--- src/logic/ladder_decoder_regs.svh ---
// Opcode values, field positions, widths and reset values of the ladder opcode decoder
`ifndef LADDER_DECODER_REGS_SVH
`define LADDER_DECODER_REGS_SVH

// ***********************************************
// Widths and field positions
// ***********************************************
`define LD_WORD_W            16
`define LD_IDX_W             8
`define LD_IDX_DEPTH         256
`define LD_PULSE_BIT         11
`define LD_DWORD_BIT         12
`define LD_GRP_HI            15
`define LD_GRP_LO            13
`define LD_APPLIED_GRP       3'h1
`define LD_BASE_MASK         16'hE7FF

// ***********************************************
// Reset values
// ***********************************************
`define LD_BIT_RST           1'h0
`define LD_WORD_RST          16'h0000

// ***********************************************
// Contact and block opcodes
// ***********************************************
`define OPC_AND_OPEN         16'h4065
`define OPC_AND_NOT_CONTACT  16'h4005
`define OPC_OR_OPEN          16'h4066
`define OPC_OR_NOT_CONTACT   16'h4046
`define OPC_LOAD_RISING      16'h4821
`define OPC_LOAD_FALLING     16'h4841
`define OPC_AND_RISING       16'h4825
`define OPC_AND_FALLING      16'h4845
`define OPC_OR_RISING        16'h4806
`define OPC_OR_FALLING       16'h4826
`define OPC_NEGATE_RESULT    16'h4016
`define OPC_SERIES_BLK_JOIN  16'h4007
`define OPC_PARALLEL_BLK_JOIN 16'h4008
`define OPC_STACK_PUSH       16'h4009
`define OPC_STACK_PEEK       16'h402A
`define OPC_STACK_POP        16'h400A

// ***********************************************
// Coil and structure opcodes
// ***********************************************
`define OPC_LATCH_ON         16'h2024
`define OPC_LATCH_CLEAR      16'h2004
`define OPC_COIL_DRIVE       16'h2002
`define OPC_MAIN_BODY_END    16'h6003
`define OPC_EMPTY_LINE       16'h8011
`define OPC_JUMP_LABEL       16'h6051
`define OPC_IRQ_LABEL        16'h6031
`define OPC_PROG_FINISH      16'h6023

// ***********************************************
// Flow, interrupt and applied base opcodes
// ***********************************************
`define OPC_COND_JUMP        16'h200D
`define OPC_SUB_CALL         16'h200E
`define OPC_SUB_RETURN       16'h600F
`define OPC_LOOP_OPEN        16'h400B
`define OPC_LOOP_CLOSE       16'h400C
`define OPC_IRQ_HANDLER_RETURN 16'h6010
`define OPC_IRQ_GLOBAL_ON    16'h8012
`define OPC_IRQ_GLOBAL_OFF   16'h8013
`define OPC_COMPARE_WORDS    16'h2201
`define OPC_RANGE_COMPARE    16'h2202
`define OPC_TRANSFER_WORD    16'h2018

`endif

--- src/logic/ladder_decoder_pkg.sv ---
// Types shared by the ladder opcode decoder files
package ladder_decoder_pkg;

   // ***********************************************
   // Operation classes
   // ***********************************************
   typedef enum logic [4:0] {
      OP_NOP,
      OP_AND,
      OP_OR,
      OP_LOAD_EDGE,
      OP_NEGATE,
      OP_BLK_AND,
      OP_BLK_OR,
      OP_PUSH,
      OP_PEEK,
      OP_POP,
      OP_LATCH_ON,
      OP_LATCH_CLEAR,
      OP_COIL,
      OP_LABEL_JUMP,
      OP_LABEL_IRQ,
      OP_MAIN_END,
      OP_PROG_FINISH,
      OP_JUMP,
      OP_CALL,
      OP_SUB_RET,
      OP_LOOP_OPEN,
      OP_LOOP_CLOSE,
      OP_IRQ_RET,
      OP_IRQ_ON,
      OP_IRQ_OFF,
      OP_COMPARE,
      OP_RANGE,
      OP_TRANSFER,
      OP_ILLEGAL
   } op_class_t;

endpackage

--- src/logic/ladder_edge_memory.sv ---
// Per-instance previous-condition bit store for edge and pulsed instructions
`include "ladder_decoder_regs.svh"

module ladder_edge_memory (
   input  wire logic                  i_clk,
   input  wire logic                  i_rst,
   input  wire logic [`LD_IDX_W-1:0]  i_idx,
   input  wire logic                  i_wr_en,
   input  wire logic                  i_wr_bit,
   output logic                       o_prev_bit
);

   logic [`LD_IDX_DEPTH-1:0] prev_mem_ff;

   // ***********************************************
   // Storage
   // ***********************************************
   // Cleared at reset so the first scan sees every condition as previously false
   always_ff @(posedge i_clk) begin
      if (i_rst) begin
         prev_mem_ff <= '0;
      end else if (i_wr_en) begin
         prev_mem_ff[i_idx] <= i_wr_bit;
      end
   end

   assign o_prev_bit = prev_mem_ff[i_idx];

   AST_PREV_STORED: assert property (@(posedge i_clk) disable iff (i_rst)
      i_wr_en ##1 (i_idx == $past(i_idx)) |-> o_prev_bit == $past(i_wr_bit))
      else $error("Stored previous-condition bit not read back");

endmodule

--- src/logic/ladder_opcode_decoder.sv ---
// Ladder instruction word decoder with edge qualification and global interrupt enable
`include "ladder_decoder_regs.svh"

module ladder_opcode_decoder (
   input  wire logic                          I_CLK_SYS,
   input  wire logic                          I_RST,
   input  wire logic                          I_INSTR_VALID,
   input  wire logic [`LD_WORD_W-1:0]         I_INSTR_WORD,
   input  wire logic [`LD_IDX_W-1:0]          I_INSTR_INDEX,
   input  wire logic                          I_OPERAND_BIT,
   input  wire logic                          I_RESULT,
   input  wire logic                          I_ERROR_CLR,
   output logic                               O_VALID,
   output ladder_decoder_pkg::op_class_t      O_OP_CLASS,
   output logic                               O_INV_OPERAND,
   output logic                               O_EDGE_RISE,
   output logic                               O_EDGE_FALL,
   output logic                               O_PULSED,
   output logic                               O_DWORD,
   output logic                               O_FIRE,
   output logic                               O_ILLEGAL,
   output logic                               O_ERROR_FLAG,
   output logic                               O_IRQ_ENABLE
);
   import ladder_decoder_pkg::*;

   // ***********************************************
   // Declarations
   // ***********************************************
   op_class_t               nxt_class;
   logic                    nxt_inv;
   logic                    nxt_rise;
   logic                    nxt_fall;
   logic                    nxt_pulsed;
   logic                    nxt_dword;
   logic                    nxt_fire;
   logic                    edge_en;
   logic                    use_result;
   logic                    sample_bit;
   logic                    prev_bit;
   logic [`LD_WORD_W-1:0]   base_word;
   logic                    word_valid;

   op_class_t               class_ff;
   logic                    valid_ff;
   logic                    inv_ff;
   logic                    rise_ff;
   logic                    fall_ff;
   logic                    pulsed_ff;
   logic                    dword_ff;
   logic                    fire_ff;
   logic                    illegal_ff;
   logic                    error_ff;
   logic                    irq_en_ff;

   assign word_valid = I_INSTR_VALID;
   assign base_word  = I_INSTR_WORD & `LD_BASE_MASK;
   assign sample_bit = use_result ? I_RESULT : I_OPERAND_BIT;

   // ***********************************************
   // Opcode decode
   // ***********************************************
   always_comb begin
      nxt_class  = OP_ILLEGAL;
      nxt_inv    = 1'h0;
      nxt_rise   = 1'h0;
      nxt_fall   = 1'h0;
      nxt_pulsed = 1'h0;
      nxt_dword  = 1'h0;
      use_result = 1'h0;
      case (I_INSTR_WORD)
         `OPC_AND_OPEN: nxt_class = OP_AND;
         `OPC_AND_NOT_CONTACT: begin
            nxt_class = OP_AND;
            nxt_inv   = 1'h1;
         end
         `OPC_OR_OPEN: nxt_class = OP_OR;
         `OPC_OR_NOT_CONTACT: begin
            nxt_class = OP_OR;
            nxt_inv   = 1'h1;
         end
         `OPC_LOAD_RISING: begin
            nxt_class = OP_LOAD_EDGE;
            nxt_rise  = 1'h1;
         end
         `OPC_LOAD_FALLING: begin
            nxt_class = OP_LOAD_EDGE;
            nxt_fall  = 1'h1;
         end
         `OPC_AND_RISING: begin
            nxt_class = OP_AND;
            nxt_rise  = 1'h1;
         end
         `OPC_AND_FALLING: begin
            nxt_class = OP_AND;
            nxt_fall  = 1'h1;
         end
         `OPC_OR_RISING: begin
            nxt_class = OP_OR;
            nxt_rise  = 1'h1;
         end
         `OPC_OR_FALLING: begin
            nxt_class = OP_OR;
            nxt_fall  = 1'h1;
         end
         `OPC_NEGATE_RESULT: nxt_class = OP_NEGATE;
         `OPC_SERIES_BLK_JOIN: nxt_class = OP_BLK_AND;
         `OPC_PARALLEL_BLK_JOIN: nxt_class = OP_BLK_OR;
         `OPC_STACK_PUSH: nxt_class = OP_PUSH;
         `OPC_STACK_PEEK: nxt_class = OP_PEEK;
         `OPC_STACK_POP: nxt_class = OP_POP;
         `OPC_LATCH_ON: nxt_class = OP_LATCH_ON;
         `OPC_LATCH_CLEAR: nxt_class = OP_LATCH_CLEAR;
         `OPC_COIL_DRIVE: nxt_class = OP_COIL;
         `OPC_EMPTY_LINE: nxt_class = OP_NOP;
         `OPC_JUMP_LABEL: nxt_class = OP_LABEL_JUMP;
         `OPC_IRQ_LABEL: nxt_class = OP_LABEL_IRQ;
         `OPC_MAIN_BODY_END: nxt_class = OP_MAIN_END;
         `OPC_PROG_FINISH: nxt_class = OP_PROG_FINISH;
         `OPC_SUB_RETURN: nxt_class = OP_SUB_RET;
         `OPC_LOOP_OPEN: nxt_class = OP_LOOP_OPEN;
         `OPC_LOOP_CLOSE: nxt_class = OP_LOOP_CLOSE;
         `OPC_IRQ_HANDLER_RETURN: nxt_class = OP_IRQ_RET;
         `OPC_IRQ_GLOBAL_ON: nxt_class = OP_IRQ_ON;
         `OPC_IRQ_GLOBAL_OFF: nxt_class = OP_IRQ_OFF;
         default: begin
            if (I_INSTR_WORD[`LD_GRP_HI:`LD_GRP_LO] == `LD_APPLIED_GRP) begin
               nxt_pulsed = I_INSTR_WORD[`LD_PULSE_BIT];
               nxt_dword  = I_INSTR_WORD[`LD_DWORD_BIT];
               use_result = 1'h1;
               case (base_word)
                  `OPC_COMPARE_WORDS: nxt_class = OP_COMPARE;
                  `OPC_RANGE_COMPARE: nxt_class = OP_RANGE;
                  `OPC_TRANSFER_WORD: nxt_class = OP_TRANSFER;
                  `OPC_COND_JUMP: begin
                     if (!nxt_dword) begin
                        nxt_class = OP_JUMP;
                     end
                  end
                  `OPC_SUB_CALL: begin
                     if (!nxt_dword) begin
                        nxt_class = OP_CALL;
                     end
                  end
                  default: nxt_class = OP_ILLEGAL;
               endcase
            end
         end
      endcase
      if (nxt_class == OP_ILLEGAL) begin
         nxt_pulsed = 1'h0;
         nxt_dword  = 1'h0;
         use_result = 1'h0;
      end
   end

   // ***********************************************
   // Edge qualification
   // ***********************************************
   assign edge_en = nxt_rise | nxt_fall | nxt_pulsed;

   // Single shared store keeps area small; instance index must be unique per program line
   ladder_edge_memory u_edge_memory (
      .i_clk      (I_CLK_SYS),
      .i_rst      (I_RST),
      .i_idx      (I_INSTR_INDEX),
      .i_wr_en    (word_valid & edge_en),
      .i_wr_bit   (sample_bit),
      .o_prev_bit (prev_bit)
   );

   always_comb begin
      nxt_fire = 1'h0;
      if (nxt_fall) begin
         nxt_fire = ~sample_bit & prev_bit;
      end else if (edge_en) begin
         nxt_fire = sample_bit & ~prev_bit;
      end else if ((nxt_class != OP_NOP) && (nxt_class != OP_ILLEGAL)) begin
         nxt_fire = 1'h1;
      end
   end

   // ***********************************************
   // Decoded output registers
   // ***********************************************
   always_ff @(posedge I_CLK_SYS) begin
      if (I_RST) begin
         valid_ff   <= `LD_BIT_RST;
         fire_ff    <= `LD_BIT_RST;
         illegal_ff <= `LD_BIT_RST;
      end else begin
         valid_ff   <= word_valid;
         fire_ff    <= word_valid & nxt_fire;
         illegal_ff <= word_valid & (nxt_class == OP_ILLEGAL);
      end
   end

   always_ff @(posedge I_CLK_SYS) begin
      if (I_RST) begin
         class_ff  <= OP_NOP;
         inv_ff    <= `LD_BIT_RST;
         rise_ff   <= `LD_BIT_RST;
         fall_ff   <= `LD_BIT_RST;
         pulsed_ff <= `LD_BIT_RST;
         dword_ff  <= `LD_BIT_RST;
      end else if (word_valid) begin
         class_ff  <= nxt_class;
         inv_ff    <= nxt_inv;
         rise_ff   <= nxt_rise;
         fall_ff   <= nxt_fall;
         pulsed_ff <= nxt_pulsed;
         dword_ff  <= nxt_dword;
      end
   end

   // ***********************************************
   // Sticky error and interrupt enable
   // ***********************************************
   // Set wins over clear so an illegal word in the clear cycle is kept
   always_ff @(posedge I_CLK_SYS) begin
      if (I_RST) begin
         error_ff <= `LD_BIT_RST;
      end else if (word_valid && (nxt_class == OP_ILLEGAL)) begin
         error_ff <= 1'h1;
      end else if (I_ERROR_CLR) begin
         error_ff <= 1'h0;
      end
   end

   always_ff @(posedge I_CLK_SYS) begin
      if (I_RST) begin
         irq_en_ff <= `LD_BIT_RST;
      end else if (word_valid && (nxt_class == OP_IRQ_ON)) begin
         irq_en_ff <= 1'h1;
      end else if (word_valid && (nxt_class == OP_IRQ_OFF)) begin
         irq_en_ff <= 1'h0;
      end
   end

   assign O_VALID       = valid_ff;
   assign O_OP_CLASS    = class_ff;
   assign O_INV_OPERAND = inv_ff;
   assign O_EDGE_RISE   = rise_ff;
   assign O_EDGE_FALL   = fall_ff;
   assign O_PULSED      = pulsed_ff;
   assign O_DWORD       = dword_ff;
   assign O_FIRE        = fire_ff;
   assign O_ILLEGAL     = illegal_ff;
   assign O_ERROR_FLAG  = error_ff;
   assign O_IRQ_ENABLE  = irq_en_ff;

   // ***********************************************
   // Assertions
   // ***********************************************
   AST_SERIES_CONTACT: assert property (@(posedge I_CLK_SYS) disable iff (I_RST)
      word_valid && (I_INSTR_WORD == 16'h4005) |=> (O_OP_CLASS == OP_AND) && O_INV_OPERAND && !O_EDGE_RISE)
      else $error("Series closed contact decoded wrongly");
   AST_PARALLEL_CONTACT: assert property (@(posedge I_CLK_SYS) disable iff (I_RST)
      word_valid && (I_INSTR_WORD == 16'h4066) |=> (O_OP_CLASS == OP_OR) && !O_INV_OPERAND && O_FIRE)
      else $error("Parallel open contact decoded wrongly");
   AST_LOAD_EDGE: assert property (@(posedge I_CLK_SYS) disable iff (I_RST)
      word_valid && (I_INSTR_WORD == 16'h4841) |=> (O_OP_CLASS == OP_LOAD_EDGE) && O_EDGE_FALL && !O_EDGE_RISE)
      else $error("Falling load decoded wrongly");
   AST_AND_EDGE: assert property (@(posedge I_CLK_SYS) disable iff (I_RST)
      word_valid && (I_INSTR_WORD == 16'h4825) && I_OPERAND_BIT && prev_bit |=> (O_OP_CLASS == OP_AND) && !O_FIRE)
      else $error("Rising AND fired without an edge");
   AST_OR_EDGE: assert property (@(posedge I_CLK_SYS) disable iff (I_RST)
      word_valid && (I_INSTR_WORD == 16'h4826) && !I_OPERAND_BIT && prev_bit |=> O_EDGE_FALL && O_FIRE)
      else $error("Falling OR missed an edge");
   AST_NEGATE: assert property (@(posedge I_CLK_SYS) disable iff (I_RST)
      word_valid && (I_INSTR_WORD == 16'h4016) |=> (O_OP_CLASS == OP_NEGATE) && O_VALID)
      else $error("Negate decoded wrongly");
   AST_BLOCK_JOIN: assert property (@(posedge I_CLK_SYS) disable iff (I_RST)
      word_valid && (I_INSTR_WORD == 16'h4008) |=> O_OP_CLASS == OP_BLK_OR)
      else $error("Parallel block join decoded wrongly");
   AST_STACK: assert property (@(posedge I_CLK_SYS) disable iff (I_RST)
      word_valid && (I_INSTR_WORD == 16'h402A) |=> O_OP_CLASS == OP_PEEK)
      else $error("Stack peek decoded wrongly");
   AST_LATCH_ON: assert property (@(posedge I_CLK_SYS) disable iff (I_RST)
      word_valid && (I_INSTR_WORD == 16'h2024) |=> (O_OP_CLASS == OP_LATCH_ON) && !O_PULSED)
      else $error("Latch on decoded wrongly");
   AST_LATCH_CLEAR: assert property (@(posedge I_CLK_SYS) disable iff (I_RST)
      word_valid && (I_INSTR_WORD == 16'h2004) |=> O_OP_CLASS == OP_LATCH_CLEAR)
      else $error("Latch clear decoded wrongly");
   AST_COIL: assert property (@(posedge I_CLK_SYS) disable iff (I_RST)
      word_valid && (I_INSTR_WORD == 16'h2002) |=> (O_OP_CLASS == OP_COIL) && O_FIRE)
      else $error("Coil drive decoded wrongly");
   AST_EMPTY_LINE: assert property (@(posedge I_CLK_SYS) disable iff (I_RST)
      word_valid && (I_INSTR_WORD == 16'h8011) |=> (O_OP_CLASS == OP_NOP) && !O_FIRE && $stable(O_IRQ_ENABLE))
      else $error("Empty line changed state");
   AST_LABELS: assert property (@(posedge I_CLK_SYS) disable iff (I_RST)
      word_valid && (I_INSTR_WORD == 16'h6031) |=> O_OP_CLASS == OP_LABEL_IRQ)
      else $error("Handler label decoded wrongly");
   AST_JUMP_PULSE: assert property (@(posedge I_CLK_SYS) disable iff (I_RST)
      word_valid && (I_INSTR_WORD == 16'h280D) |=> (O_OP_CLASS == OP_JUMP) && O_PULSED && !O_DWORD)
      else $error("Pulsed jump decoded wrongly");
   AST_CALL: assert property (@(posedge I_CLK_SYS) disable iff (I_RST)
      word_valid && (I_INSTR_WORD == 16'h300E) |=> O_ILLEGAL && (O_OP_CLASS == OP_ILLEGAL))
      else $error("Double width call not rejected");
   AST_LOOP: assert property (@(posedge I_CLK_SYS) disable iff (I_RST)
      word_valid && (I_INSTR_WORD == 16'h400C) |=> O_OP_CLASS == OP_LOOP_CLOSE)
      else $error("Loop close decoded wrongly");
   AST_IRQ_ENABLE: assert property (@(posedge I_CLK_SYS) disable iff (I_RST)
      word_valid && (I_INSTR_WORD == 16'h8012) ##1 !(word_valid && (I_INSTR_WORD == 16'h8013))
         |-> O_IRQ_ENABLE ##1 O_IRQ_ENABLE)
      else $error("Interrupt enable not held");
   AST_COMPARE_DWORD: assert property (@(posedge I_CLK_SYS) disable iff (I_RST)
      word_valid && (I_INSTR_WORD == 16'h3201) |=> (O_OP_CLASS == OP_COMPARE) && O_DWORD && !O_PULSED)
      else $error("Double compare decoded wrongly");
   AST_RANGE: assert property (@(posedge I_CLK_SYS) disable iff (I_RST)
      word_valid && (I_INSTR_WORD == 16'h3202) |=> (O_OP_CLASS == OP_RANGE) && O_DWORD)
      else $error("Double zone compare decoded wrongly");
   AST_TRANSFER: assert property (@(posedge I_CLK_SYS) disable iff (I_RST)
      word_valid && (I_INSTR_WORD == 16'h2018) |=> (O_OP_CLASS == OP_TRANSFER) && !O_DWORD)
      else $error("Word copy decoded wrongly");
   AST_VARIANT_BITS: assert property (@(posedge I_CLK_SYS) disable iff (I_RST)
      word_valid && (I_INSTR_WORD == 16'h3818) |=> (O_OP_CLASS == OP_TRANSFER) && O_PULSED && O_DWORD)
      else $error("Pulsed double copy decoded wrongly");
   AST_PROG_ENDS: assert property (@(posedge I_CLK_SYS) disable iff (I_RST)
      word_valid && (I_INSTR_WORD == 16'h6023) |=> O_OP_CLASS == OP_PROG_FINISH)
      else $error("Program end decoded wrongly");
   AST_ILLEGAL_STICKY: assert property (@(posedge I_CLK_SYS) disable iff (I_RST)
      O_ILLEGAL |-> O_ERROR_FLAG && !O_FIRE && (O_OP_CLASS == OP_ILLEGAL))
      else $error("Illegal word executed or not flagged");
   AST_PULSE_ONCE: assert property (@(posedge I_CLK_SYS) disable iff (I_RST)
      word_valid && nxt_pulsed && I_RESULT && !prev_bit |=> O_FIRE && O_PULSED)
      else $error("Pulsed variant missed its rising condition");

endmodule

--- config.mk ---
export PLATFORM = sky130hd
export DESIGN_NAME = ladder_opcode_decoder
export DESIGN_NICKNAME = d
export VERILOG_FILES = /design/src/logic/ladder_decoder_pkg.sv /design/src/logic/ladder_edge_memory.sv /design/src/logic/ladder_opcode_decoder.sv
export VERILOG_INCLUDE_DIRS = /design/src /design/src/logic
export SDC_FILE = /design/constraint.sdc
export NUM_CORES = 1
export LEC_CHECK = 0
export ABC_AREA = 1
export BUFFER_PORTS_ARGS = -buffer_cell sky130_fd_sc_hd__buf_2
export CAP_MARGIN = 10
export CORE_MARGIN = 5
export CORE_UTILIZATION = 60
export CTS_BUF_LIST = sky130_fd_sc_hd__clkbuf_4
export DETAILED_ROUTE_END_ITERATION = 10
export PLACE_DENSITY = 0.87
export SLEW_MARGIN = 20
export SYNTH_ARGS = -nofsm -noshare
export SYNTH_HDL_FRONTEND = slang
export SYNTH_SLANG_ARGS = --single-unit
--- constraint.sdc ---
create_clock -name I_CLK_SYS -period 5.61 [get_ports I_CLK_SYS]
set_clock_uncertainty 0.15 [all_clocks]
set_input_delay 1.122 -clock I_CLK_SYS [delete_from_list [all_inputs] [get_ports I_CLK_SYS]]
set_output_delay 1.122 -clock I_CLK_SYS [all_outputs]
set_load 0.05 [all_outputs]
### Word-level counts from Yosys, hierarchy flattened

Cells that the tools add are included.

* multiplexer cells: 30
* equal/unequal tests: 40
* reductions and logical operators: 15
* bitwise operators: 9
* order comparisons: 2

Operator list (number)
* equality test 16 x 15 -> 1 bit (second input constant): 24
* bitwise mux 256 bit: 1
* one-hot mux 5 bit (23 select lines): 1
* equality test 14 x 12 -> 1 bit (second input constant): 5
* equality test 16 x 14 -> 1 bit (second input constant): 3
* equality test 16 bit (second input constant): 3
* OR reduction 30 bit: 1
* 2-to-1 mux 1 bit: 22
* one-hot mux 4 bit (5 select lines): 1
* equality test 5 bit (second input constant): 3
* 2-to-1 mux 4 bit: 3
* < comparator 8 x 9 -> 1 bit (second input constant): 1
* binary-select mux 1 bit (select 8 bit): 1
* demux 1 bit (select 8 bit): 1
* greater-or-equal comparator 8 x 1 -> 1 bit (second input constant): 1
* OR reduction 4 bit: 2
* OR reduction 3 bit: 2
* AND 1 bit: 5
* logical AND 1 bit: 5
* != test 5 bit (second input constant): 1
* nonzero test 5 bit: 1
* nonzero test 2 bit: 2
* OR reduction 2 bit: 2
* equality test 3 x 1 -> 1 bit (second input constant): 1
* other kinds (2): 4

* word-level logic and storage cells: 108
* input bits: 30
* register bits after elaboration: 271

### Depth between registers and ports, before layout

* word-level depth: 11
* gate-level depth with buffers: 19
* mapped depth without buffers: 19

### Modules after synthesis

From an unflattened synthesis, not the netlist that was laid out.

* cells, all modules: 2300
* area, all modules: 14861.8 sq um

By module, submodules not included
* ladder_edge_memory: area an instance 13038.8 sq um, cells an instance 1968, times used 1
* ladder_opcode_decoder: area an instance 1823.0 sq um, cells an instance 332, times used 1

### Worst setup path before layout

No wires, ideal clock.

* kind: input -> register
* from: in I_INSTR_WORD[4]
* to: reg u_edge_memory.prev_mem_ff[117]
* path slack: 2545 ps
* path buffers: 2
* stages on the path: 13
* arrival time: 2793 ps
* data required time: 5338 ps
* cell sequence: nor2_1 -> nand2_2 -> nor2_1 -> nand3_1 -> nand2_1 -> mux2i_4 -> inv_1 -> nand2_1 -> nand2_2 -> inv_2 -> buf_2 -> buf_2 -> a21oi_1

* longest elaborated chain between the ends: 8
* elaborated cells between the ends (all ways): 56
* those cells by class: 36 x eq/ne; 11 x mux; 3 x bitwise; 6 x reduce/logical

Ends and longest elaborated chain
* from (decl): RTL line ladder_opcode_decoder.sv:8 `` input wire logic [`LD_WORD_W-1:0] I_INSTR_WORD, ``
* equality test 14 x 12 -> 1 bit: RTL line ladder_opcode_decoder.sv:131 `case (base_word)`
* one-hot mux 4 bit (5 select lines): RTL line ladder_opcode_decoder.sv:131
* 2-to-1 mux 4 bit: RTL line ladder_opcode_decoder.sv:127 `` if (I_INSTR_WORD[`LD_GRP_HI:`LD_GRP_LO] == `LD_APPLIED_GRP) begin ``
* one-hot mux 5 bit (23 select lines): RTL line ladder_opcode_decoder.sv:71 `case (I_INSTR_WORD)`
* equality test 5 bit: RTL line ladder_opcode_decoder.sv:150 `if (nxt_class == OP_ILLEGAL) begin`
* 2-to-1 mux 1 bit: RTL line ladder_opcode_decoder.sv:150
* 2-to-1 mux 1 bit / OR 1 bit (equally long branches): RTL line ladder_opcode_decoder.sv:58, ladder_opcode_decoder.sv:160
* bitwise mux 256 bit / AND 1 bit (equally long branches): RTL line ladder_edge_memory.sv:23, ladder_opcode_decoder.sv:167
* to (signal, indexed assignment): RTL line ladder_edge_memory.sv:23 `prev_mem_ff[i_idx] <= i_wr_bit;`
* to (decl): RTL line ladder_edge_memory.sv:13 `` logic [`LD_IDX_DEPTH-1:0] prev_mem_ff; ``

Several ways; a longest one is shown, not always the timed one.
A chain may end at the register's enable or synchronous reset.

### Final worst setup path

* from: in I_INSTR_WORD[4]
* to: reg u_edge_memory.prev_mem_ff[182]

The elaborated chain is that of the path after synthesis.

==> results.json <==
{
  "cts_tree": "yes",
  "period_minus_slack_ns": 3.58,
  "drive_gt1_share_pct": 10.3,
  "critPathKind": "in2reg",
  "cts_buffers": 72,
  "hold_buffers": 0,
  "finalHoldViolations": 0,
  "slew_headroom_pct": 23.7,
  "io_buffers": 44,
  "end_kind": "register",
  "vias": 15839,
  "syn_area_mm2": 0.0147,
  "r2r-start": "u_edge_memory.prev_mem_ff[39]",
  "synth-edff-count": 0,
  "cts_htree_levels": 3,
  "boundaryPins": 45,
  "min_from": "u_edge_memory.prev_mem_ff[79]",
  "period_share_pct": 63.9,
  "tightest_slew_ns": 1.14,
  "yosys-top-cells-area": "dfxtp_1 (37%), nand4_1 (11%), a21oi_1 (7.9%)",
  "rr_endpoint": "O_FIRE",
  "violations": "design-rule violations",
  "grt_max_degree": 135,
  "ys.flop_type": "dfxtp_1",
  "gp_congestion": 0.886,
  "worst_slack_ns": 2.03,
  "rows": 57,
  "whs_path_depth": 2,
  "synth.distinct_cells": 34,
  "track_usage_pct": 31.7,
  "yosysTopAreaCell": "dfxtp_1",
  "cts_resized": 0,
  "nets": 2170,
  "synthCells": 2157,
  "cp_max_fo": 134,
  "die_w_um": 166,
  "ir_drop_mv": 0.193,
  "pre_cts_ws_ns": 1.40,
  "cts_setup_buffers": 0,
  "core_area_mm2": 0.0242,
  "slew_viol_final": 0,
  "fmax_mhz": 279,
  "root_buffer": "clkbuf_4",
  "fill_cells": 2143,
  "async_reset_ff_share_pct": 0,
  "cp_common_cell": "nor2_1",
  "final_util_pct": 65.1,
  "synth_seq_area_share_pct": 36.9,
  "slowest_stage": "nand2_8",
  "viasPerCell": 6.30,
  "routed_wirelength_um": 46200,
  "hold_ws_ns": 0.311,
  "max_stage_delay_ns": 0.61,
  "grt_pass1_vias": 14980,
  "rsz0062_at_grt": "false",
  "netlist.area_leader.share_pct": 36.9,
  "r2r_setup_slack_ns": 3.59,
  "leakagePower_nw": 6.70,
  "dp_hpwl_um": 26200,
  "hold_class": "reg2reg",
  "holdPathEnd": "u_edge_memory.prev_mem_ff[79]",
  "syn-num-nets": 2187,
  "critPathLaunchType": "primary input",
  "area.growth.synth_to_final_pct": 7.25,
  "grt_pass1_wl_um": 74500,
  "synth_area_per_cell_um2": 6.81,
  "start_util_pct": 60.7,
  "setup_viol": 0,
  "worst_ep_required_time_ns": 5.98,
  "power_density_mw_per_mm2": 256,
  "ant_nets": 0,
  "ys.warnings.count": 0,
  "outcome": "finished, violations left",
  "cp_cell_sequence": "buf_2, nor2_1, nand2_2, nor2_1, nand3_1, nand2_1, mux2i_4, nand2_2, nand2_8, buf_12, nand4_1, nor2_1, a211oi_1",
  "first_pass_iters": 9,
  "clock-sinks": 271,
  "routedWlPerCell_um": 18.4,
  "die_h_um": 166,
  "grt_overflow": 0,
  "reg2reg_depth": 17,
  "antenna_found_initial": 1,
  "tns_ns": 0,
  "ys_ff_latch": 271,
  "cts.reportedPaths.clkPinSlew_ns": 0.07,
  "route.detailed.drc": 4,
  "insertion_delay_ns": 0.70,
  "drt_iter0_markers": 2239,
  "maxCapViolations": 0,
  "cts_buffer_depth": 3,
  "die_area_mm2": 0.0277,
  "cp.arrival_ns": 3.95
}
sequential cells by signal, summed over array words and instances, names as in the netlist:
signal                     count
O_DWORD                        1
O_ILLEGAL                      1
O_IRQ_ENABLE                   1
O_FIRE                         1
O_EDGE_RISE                    1
O_VALID                        1
O_OP_CLASS                     5
O_ERROR_FLAG                   1
O_INV_OPERAND                  1
O_EDGE_FALL                    1
u_edge_memory.prev_mem_ff    256
O_PULSED                       1
cells in the mapped netlist (all sizes together), types with 3 or more instances:
cell,n
a211oi,61
o22ai,8
inv,189
clkinv,129
dfxtp,271
a21oi,232
nand4,261
o211ai,3
buf,74
nor2,229
nand3b,4
clkbuf,102
nand2,243
a22oi,83
nand3,25
o21ai,230
nor3,4
how the worst max path moves through the flow:
stage | depth (start not counted) | startpoint | end
CTS | 14 | I_INSTR_WORD[4] | u_edge_memory.prev_mem_ff[240]
detailed placement | 14 | I_INSTR_WORD[4] | u_edge_memory.prev_mem_ff[230]
finish | 13 | I_INSTR_WORD[4] | u_edge_memory.prev_mem_ff[182]
global route | 14 | I_INSTR_WORD[4] | u_edge_memory.prev_mem_ff[174]
global placement | 14 | I_INSTR_WORD[4] | u_edge_memory.prev_mem_ff[208]
floorplan | 13 | I_INSTR_WORD[4] | u_edge_memory.prev_mem_ff[117]
critical path, delay by kind of cell:
| kind | cells | cell delay [ns] |
|---|---|---|
| compound gates | 1 | 0.07 |
| mux | 1 | 0.30 |
| simple gates | 9 | 1.89 |
| buf+inv | 2 | 0.50 |
per-layer routing:
metal  track usage, %  share of wire, %  up-vias
li1                 -                 -     7421
met1             40.7                39     7160
met2             49.4                44     1041
met3             7.11                12      217
met4             18.0               5.4        0
met5                0                 0        -
layout make-up:
| cell class | instances | area [um2] | share of cell area (%) |
|---|---|---|---|
| Antenna cell | 1 | 2.50 | 0.0159 |
| Clock buffer | 106 | 796 | 5.05 |
| Clock inverter | 16 | 113 | 0.715 |
| Inverter | 318 | 1200 | 7.63 |
| Multi-Input combinational cell | 1392 | 7210 | 45.8 |
| Sequential cell | 271 | 5430 | 34.4 |
| Tap cell | 324 | 405 | 2.57 |
| Timing Repair Buffer | 85 | 599 | 3.81 |
kinds of logic (layout without fill, tap and decap cells):
kind of cell / count (synthesis) / count (layout) / synth area share (%)
buffers and inverters: 494 / 525 / 14.3
other: 0 / 1 / 0
AOI/OAI and AO/OA: 622 / 622 / 23.9
and+or+nand+nor: 769 / 769 / 24.8
muxes: 1 / 1 / 0.153
DFF: 271 / 271 / 36.9
through the flow:
step	instances	total power (W)	area, um2
global placement	2390	0.00227	14800
global route	2513	0.00417	15800
CTS	2512	0.00403	15700
detailed placement	2390	0.00227	14800
floorplan	2157	0.00216	14700
finish	2513	0.00403	15800
cell usage in the layout (no fill, tap or decap), types with 5 or more instances in the layout:
cell and count:
a21oi_1 232, nand4_1 261, nor2_2 9, inv_1 176, clkinv_1 143, o21ai_1 130
buf_2 43, dfxtp_1 271, nand2_1 239, nor2_1 216, nand3_1 25, a22oi_1 83
o21ai_0 99, clkbuf_4 106, inv_2 11, o22ai_1 8, buf_4 36, a211oi_1 61
buf_12 5
power by group:
group	internal, W	total [W]	switching, W
Combinational	0.0000492	0.000309	0.000260
Clock	0.000951	0.00179	0.000843
Sequential	0.00193	0.00193	0.00000202
Total	0.00293	0.00403	0.00110
(Power assumes the default switching activity.)
